`src/rtl/crc_unit_pkg.sv`:
```
/*
  Package of the command transfer CRC unit: polynomials, widths, reset values,
  command kinds and the byte-stream carriers.
  Assumes a single 10 MHz clock domain and a command sequencer upstream.
*/
`default_nettype none
package crc_unit_pkg;
  // Identifier check polynomial x^8+x^5+x^4+1, reflected form for LSB-first shifting
  localparam logic [7:0] ID_POLY_REFL = 8'h8c;
  // Transfer check polynomial x^16+x^15+x^2+1, reflected form
  localparam logic [15:0] XFER_POLY_REFL = 16'ha001;
  // Cleared generator contents
  localparam logic [7:0] ID_CRC_CLEAR = 8'h00;
  localparam logic [15:0] XFER_CRC_CLEAR = 16'h0000;
  // Byte that stands in for concealed scratchpad data
  localparam logic [7:0] CONCEAL_FILL = 8'hff;
  // Last scratchpad offset
  localparam logic [4:0] PAD_LAST_OFFSET = 5'h1f;
  // Bits per byte and last bit counter value
  localparam int BYTE_BITS = 8;
  localparam logic [2:0] BIT_LAST = 3'h7;
  // Leading identifier bytes covered by the identifier check
  localparam logic [2:0] ID_BODY_BYTES = 3'h7;

  // Command kinds; all but CMD_NONE use the transfer check
  typedef enum logic [2:0] {
    CMD_NONE = 3'h0,
    CMD_PAD_WRITE = 3'h1,
    CMD_PAD_READ = 3'h2,
    CMD_AUTH_READ = 3'h3,
    CMD_HASH = 3'h4
  } cmd_kind_type;

  // Byte handed over by the sequencer
  typedef struct packed {
    logic valid;
    logic [7:0] data;
    logic is_pad_data;
    logic [4:0] pad_offset;
  } byte_in_type;

  // Result delivered to the link logic
  typedef struct packed {
    logic valid;
    logic [7:0] data;
  } byte_out_type;
endpackage
`default_nettype wire

```
`src/rtl/crc_serial_engine.sv`:
```
/*
  Bit-serial reflected CRC engine: shifts one byte LSB first, one bit per clock.
  Assumes the caller holds start for one cycle and waits for done.
*/
`default_nettype none
module crc_serial_engine
  import crc_unit_pkg::*;
#(
  parameter int WIDTH = 16,
  parameter logic [WIDTH-1:0] POLY = 16'ha001
) (
  input wire logic clock,
  input wire logic rst_n,
  input wire logic clear,
  input wire logic start,
  input wire logic [7:0] byte_in,
  output logic busy,
  output logic done,
  output logic [WIDTH-1:0] crc
);
  logic [WIDTH-1:0] crc_reg, crc_next; // Generator contents
  logic [7:0] sh_reg, sh_next; // Byte being shifted out
  logic [2:0] cnt_reg, cnt_next; // Bit position
  logic busy_reg, busy_next; // Shifting in progress
  logic done_reg, done_next; // Byte finished pulse

  // Next state of the shifter
  always_comb begin
    crc_next = crc_reg;
    sh_next = sh_reg;
    cnt_next = cnt_reg;
    busy_next = busy_reg;
    done_next = 1'b0;
    if (clear) begin
      // Clear wins, any byte in flight is dropped
      crc_next = '0;
      busy_next = 1'b0;
    end else if (busy_reg) begin
      // One bit, least significant first
      if (crc_reg[0] ^ sh_reg[0]) begin
        crc_next = (crc_reg >> 1) ^ POLY;
      end else begin
        crc_next = crc_reg >> 1;
      end
      sh_next = sh_reg >> 1;
      cnt_next = cnt_reg + 3'h1;
      if (cnt_reg == BIT_LAST) begin
        busy_next = 1'b0;
        done_next = 1'b1;
      end
    end else if (start) begin
      sh_next = byte_in;
      cnt_next = 3'h0;
      busy_next = 1'b1;
    end
  end

  // Registers
  always_ff @(posedge clock or negedge rst_n) begin
    if (!rst_n) begin
      crc_reg <= '0;
      sh_reg <= 8'h00;
      cnt_reg <= 3'h0;
      busy_reg <= 1'b0;
      done_reg <= 1'b0;
    end else begin
      crc_reg <= crc_next;
      sh_reg <= sh_next;
      cnt_reg <= cnt_next;
      busy_reg <= busy_next;
      done_reg <= done_next;
    end
  end

  assign busy = busy_reg;
  assign done = done_reg;
  assign crc = crc_reg;
endmodule // crc_serial_engine
`default_nettype wire

```
`src/rtl/command_transfer_crc_unit.sv`:
```
/*
  Command transfer CRC unit: identifier check byte and transfer check word,
  fed byte by byte by the command sequencer and delivered as bytes to the link.
  Assumes the sequencer is on the same clock and waits on byte_ready.
*/
// Contract
// - Identifier check is CRC8 x^8+x^5+x^4+1
// - Identifier check byte sent unmodified
// - Transfer check is CRC16 x^16+x^15+x^2+1
// - CRC16 for page, hash, pad read/write
// - Transmitted CRC16 is always complemented
// - Pad write feeds command, address, data bytes
// - Pad write CRC only when offset 11111b reached
// - Pad write may start at any offset
// - Concealed writes feed CRC, not stored
// - Pad read feeds command, address, status, data
// - Pad read CRC only at last byte
// - Concealed read feeds FFh into CRC
// - Page read feeds command, address, data, counters
// - Counters fed lowest-order byte first
// - Hash feeds command, address, control byte
`default_nettype none
module command_transfer_crc_unit
  import crc_unit_pkg::*;
(
  input wire logic clock,
  input wire logic rst_n,
  input wire logic cmd_start,
  input wire cmd_kind_type cmd_kind,
  input wire logic conceal_flag,
  input wire byte_in_type byte_in,
  input wire logic id_start,
  input wire logic crc_request,
  input wire logic [55:0] id_body,
  output logic byte_ready,
  output logic pad_store,
  output logic [7:0] id_check,
  output logic id_check_valid,
  output var byte_out_type crc_out,
  output logic crc_withheld
);
  typedef enum logic [1:0] {
    ST_IDLE = 2'b00,
    ST_FEED = 2'b01,
    ST_SEND_LO = 2'b11,
    ST_SEND_HI = 2'b10
  } state_type;

  state_type state_reg, state_next; // Transfer sequencer state
  logic reached_end_reg, reached_end_next; // Last pad offset seen
  logic pad_store_reg, pad_store_next; // Store strobe to scratchpad
  logic withheld_reg, withheld_next; // CRC refused pulse
  logic ready_reg, ready_next; // Byte acceptance, registered for a clean output
  byte_out_type out_reg, out_next; // Result byte to link
  logic [2:0] id_idx_reg, id_idx_next; // Identifier byte index
  logic id_run_reg, id_run_next; // Identifier check running
  logic id_valid_reg, id_valid_next; // Identifier check ready
  logic [7:0] id_chk_reg, id_chk_next; // Identifier check byte
  logic x_busy, x_done, i_busy, i_done;
  logic [15:0] x_crc;
  logic [7:0] i_crc;
  logic [7:0] x_byte; // Byte fed to transfer generator
  logic x_start, i_start;

  // Whether a CRC may go out now
  function automatic logic crc_allowed(input cmd_kind_type k, input logic reached);
    if (k == CMD_PAD_WRITE || k == CMD_PAD_READ) begin
      crc_allowed = reached;
    end else begin
      crc_allowed = (k != CMD_NONE);
    end
  endfunction

  // Feed selection for transfer bytes
  always_comb begin
    x_byte = byte_in.data;
    if (cmd_kind == CMD_PAD_READ && byte_in.is_pad_data && conceal_flag) begin
      x_byte = CONCEAL_FILL;
    end
  end
  // Ready implies FEED and an idle engine, so it alone gates the take
  assign x_start = ready_reg && byte_in.valid;

  // Transfer generator, cleared at command start
  crc_serial_engine #(.WIDTH(16), .POLY(XFER_POLY_REFL)) u_xfer (
    .clock(clock), .rst_n(rst_n), .clear(cmd_start), .start(x_start),
    .byte_in(x_byte), .busy(x_busy), .done(x_done), .crc(x_crc)
  );

  // Identifier generator over seven leading bytes
  assign i_start = id_run_reg && !i_busy && !i_done && (id_idx_reg != ID_BODY_BYTES);
  crc_serial_engine #(.WIDTH(8), .POLY(ID_POLY_REFL)) u_id (
    .clock(clock), .rst_n(rst_n), .clear(id_start), .start(i_start),
    .byte_in(id_body[id_idx_reg*8 +: 8]), .busy(i_busy), .done(i_done), .crc(i_crc)
  );

  // Transfer sequencing next state
  always_comb begin
    state_next = state_reg;
    reached_end_next = reached_end_reg;
    pad_store_next = 1'b0;
    withheld_next = 1'b0;
    out_next = '0;
    case (state_reg)
      ST_IDLE: begin
        if (cmd_start) begin
          state_next = ST_FEED;
          reached_end_next = 1'b0;
        end
      end
      ST_FEED: begin
        if (cmd_start) begin
          reached_end_next = 1'b0;
        end else if (x_start) begin
          // A byte taken blocks any request in the same cycle
          if (byte_in.is_pad_data) begin
            // Any start offset accepted; end offset tracked
            if (byte_in.pad_offset == PAD_LAST_OFFSET) begin
              reached_end_next = 1'b1;
            end
            pad_store_next = (cmd_kind == CMD_PAD_WRITE) && !conceal_flag;
          end
        end else if (crc_request && !x_busy) begin
          if (crc_allowed(cmd_kind, reached_end_reg)) begin
            state_next = ST_SEND_LO;
          end else begin
            withheld_next = 1'b1;
            state_next = ST_IDLE;
          end
        end
      end
      ST_SEND_LO: begin
        out_next.valid = 1'b1;
        out_next.data = ~x_crc[7:0];
        state_next = ST_SEND_HI;
      end
      ST_SEND_HI: begin
        out_next.valid = 1'b1;
        out_next.data = ~x_crc[15:8];
        state_next = ST_IDLE;
      end
      default: state_next = ST_IDLE;
    endcase
    // Ready one cycle after the engine goes idle, never while a byte starts
    ready_next = (state_next == ST_FEED) && !x_busy && !x_start;
  end

  // Identifier sequencing next state
  always_comb begin
    id_idx_next = id_idx_reg;
    id_run_next = id_run_reg;
    id_valid_next = id_valid_reg;
    id_chk_next = id_chk_reg;
    if (id_start) begin
      id_idx_next = 3'h0;
      id_run_next = 1'b1;
      id_valid_next = 1'b0;
    end else if (i_done) begin
      id_idx_next = id_idx_reg + 3'h1;
      if (id_idx_reg + 3'h1 == ID_BODY_BYTES) begin
        id_run_next = 1'b0;
        id_valid_next = 1'b1;
        id_chk_next = i_crc;
      end
    end
  end

  // Registers
  always_ff @(posedge clock or negedge rst_n) begin
    if (!rst_n) begin
      state_reg <= ST_IDLE;
      reached_end_reg <= 1'b0;
      pad_store_reg <= 1'b0;
      withheld_reg <= 1'b0;
      ready_reg <= 1'b0;
      out_reg <= '0;
      id_idx_reg <= 3'h0;
      id_run_reg <= 1'b0;
      id_valid_reg <= 1'b0;
      id_chk_reg <= ID_CRC_CLEAR;
    end else begin
      state_reg <= state_next;
      reached_end_reg <= reached_end_next;
      pad_store_reg <= pad_store_next;
      withheld_reg <= withheld_next;
      ready_reg <= ready_next;
      out_reg <= out_next;
      id_idx_reg <= id_idx_next;
      id_run_reg <= id_run_next;
      id_valid_reg <= id_valid_next;
      id_chk_reg <= id_chk_next;
    end
  end

  assign byte_ready = ready_reg;
  assign pad_store = pad_store_reg;
  assign crc_withheld = withheld_reg;
  assign crc_out = out_reg;
  assign id_check = id_chk_reg;
  assign id_check_valid = id_valid_reg;
endmodule // command_transfer_crc_unit
`default_nettype wire

```
`config.mk`:
```
export PLATFORM = sky130hd
export DESIGN_NAME = command_transfer_crc_unit
export DESIGN_NICKNAME = d
export VERILOG_FILES = /design/src/rtl/crc_unit_pkg.sv /design/src/rtl/crc_serial_engine.sv /design/src/rtl/command_transfer_crc_unit.sv
export SDC_FILE = /design/constraint.sdc
export NUM_CORES = 1
export LEC_CHECK = 0
export ABC_AREA = 0
export BUFFER_PORTS_ARGS = -buffer_cell sky130_fd_sc_hd__buf_2
export CELL_PAD_IN_SITES_DETAIL_PLACEMENT = 1
export CELL_PAD_IN_SITES_GLOBAL_PLACEMENT = 1
export CORE_UTILIZATION = 46
export CTS_BUF_LIST = sky130_fd_sc_hd__clkbuf_4 sky130_fd_sc_hd__clkbuf_8
export CTS_CLUSTER_DIAMETER = 40
export DETAILED_ROUTE_END_ITERATION = 8
export GPL_TIMING_DRIVEN = 0
export PLACE_DENSITY = 0.83
export SLEW_MARGIN = 40
export SYNTH_ARGS = -nofsm -noshare
export SYNTH_HDL_FRONTEND = slang
export SYNTH_HIERARCHICAL = 1
export SYNTH_SLANG_ARGS = --single-unit
```
`constraint.sdc`:
```
create_clock -name clock -period 3.6 [get_ports clock]
set_input_delay 0.36 -clock clock [delete_from_list [all_inputs] [get_ports clock]]
set_output_delay 0.36 -clock clock [all_outputs]
set_load 0.01 [all_outputs]
```
==> results.toml <==
[final_layout]
nNetsFinal = 564
largest_register_ffs = 16
n_antenna_cell = 0
drive_gt1_share_pct = 35.1
final-seq-area_um2 = 1930
syn_to_final_growth_pct = 21.6
multi_input_area_um2 = 1950
fillers = 960
design_area_um2 = 4940

[sta]
rsz0062_at_grt = "false"
clock.fmax_ghz = 0.474
finClkSkew_ns = 0.00909
hold_viol = 0
tightest_slew_ns = 0.546
min_period_over_period_pct = 58.6
setup_tns_ns = 0
layout_setup_ws_ns = 1.49
setup_violations = 0
slew_viol_final = 0
min_period_ns = 2.11
maxSlewHeadroom_pct = 63.5

[floorplanning]
start_util_pct = 48.4
dieWidth_um = 96.0
dieArea_um2 = 9210
fp-row-count = 33
coreArea_um2 = 8380
fp.dieH_um = 96.0
io_pins = 101

[clock_network]
cts_root_buf = "clkbuf_8"
path_clk_slew_ns = 0.09
insertion_delay_ns = 0.35
cts_tree = "yes"
cts_buffer_depth = 2
cts.repair.resized = 0
cts_setup_buffers = 0
cts_max_level = 3
cts.sinks = 77
numCtsBuffers = 9
cts_hold_buf = 1

[global_route]
grt_pass1_vias = 3330
grt_usage_pct = 23.3
antenna_found_initial = 0
grt_max_degree = 60
grt-ovfl-total = 0
grt_pass1_wl_mm = 16.2

[setup_path]
cp_cell_sequence = "ha_1, ha_1, nor4b_2, buf_2, and2b_2, a21oi_1, o21ai_0"
crit_path_frequent_cell = "ha_1"
crit_path_max_fanout = 7
cp.arrival_ns = 2.37
critPathRequiredTime_ns = 3.86
critPathBufInv = 1
cp-start-kind = "flip-flop"
max_stage_delay_ns = 0.46
slowest_stage = "nor4b_2"
path_class = "flip-flop to flip-flop"
worstSetupEndpointType = "flip-flop"
cp_top_family = "simple AND/OR/NAND/NOR gates"

[pwr]
p_leak_nw = 2.40
p_per_area_nw_per_um2 = 487
ir_drop_mv = 0.308

[route]
dr.first_iter.drc_count = 72
firstDrtPassIters = 4
via_count = 3250
drt_wl_total_mm = 10.0
drtAntennaViolNets = 0
drc_errors = 0
viasPerCell = 5.54
wl_per_cell_um = 17.1

[yosys]
synth_area_per_cell_um2 = 11.2
syn_nets = 450
synth_area_um2 = 4060
netlist_instances = 363
yosysWarnings = 6

[placement]
port_buffers = 100
pre_cts_slack_ns = 1.48
routabilityCongestion = 0.753
dp_hpwl_mm = 7.34
place_area_um2 = 4740

[flow_run]
cap_violations = 0

[status]
status = "finished clean"

[worst_hold_path]
hold_class = "input pin to flip-flop"
## layout by cell type, fill, tap and decap left out, drive strengths merged, types with 9 or more instances in the layout
master,count
a22oi,12
nor2,30
nand2,10
dfrtp,77
or2,9
nor2b,12
clkbuf,14
o21ai,18
a221oi,16
a21oi,21
and2,10
buf,120
mux2i,43
mux2,16
## cell type report
type | instances | share of cell area (%)
Inverter | 4 | 0.304
Multi-Input combinational cell | 259 | 39.4
Timing Repair Buffer | 103 | 11.1
Clock buffer | 9 | 2.51
Buffer | 23 | 3.60
Sequential cell | 77 | 39.0
Tap cell | 105 | 2.66
Clock inverter | 7 | 1.34
## final timing paths
| kind | start | slack [ns] | end | depth (start not counted) |
|---|---|---|---|---|
| max | id_idx_reg[1] | 1.49 | u_id/sh_reg[1] | 7 |
| min | conceal_flag | 0.17 | pad_store | 2 |
| max reg2reg | id_idx_reg[1] | 1.49 | u_id/sh_reg[1] | 7 |
| min reg2reg | u_xfer/sh_reg[3] | 0.50 | u_xfer/sh_reg[3] | 2 |
| max in group asynchronous | rst_n | 2.67 | crc_out[4] | 3 |
| min in group asynchronous | rst_n | 0.39 | u_id/sh_reg[7] | 2 |
## metrics by stage
stage	hold slack (ns)	utilization, %	instances	total power, mW
final	0.171	58.9	587	2.40
after global routing	0.160	58.9	587	2.55
after CTS	0.152	58.9	587	2.43
after detailed placement	0.209	56.5	570	1.78
after global placement	0.462	56.0	568	1.74
after floorplan	0.0644	-	363	1.54
## power breakdown
| part | internal, mW | switching (mW) |
|---|---|---|
| clock network | 0.265 | 0.374 |
| logic | 0.308 | 0.322 |
| registers | 1.02 | 0.113 |
## metal layers
metal	vias up	track usage (%)	share of wire [%]
met5	-	0	0
met3	20	4.11	3.4
met2	87	41.7	51
met4	0	8.46	2.1
li1	1533	-	-
met1	1610	28.0	44
Note: power is estimated with default switching activity, not from simulation.
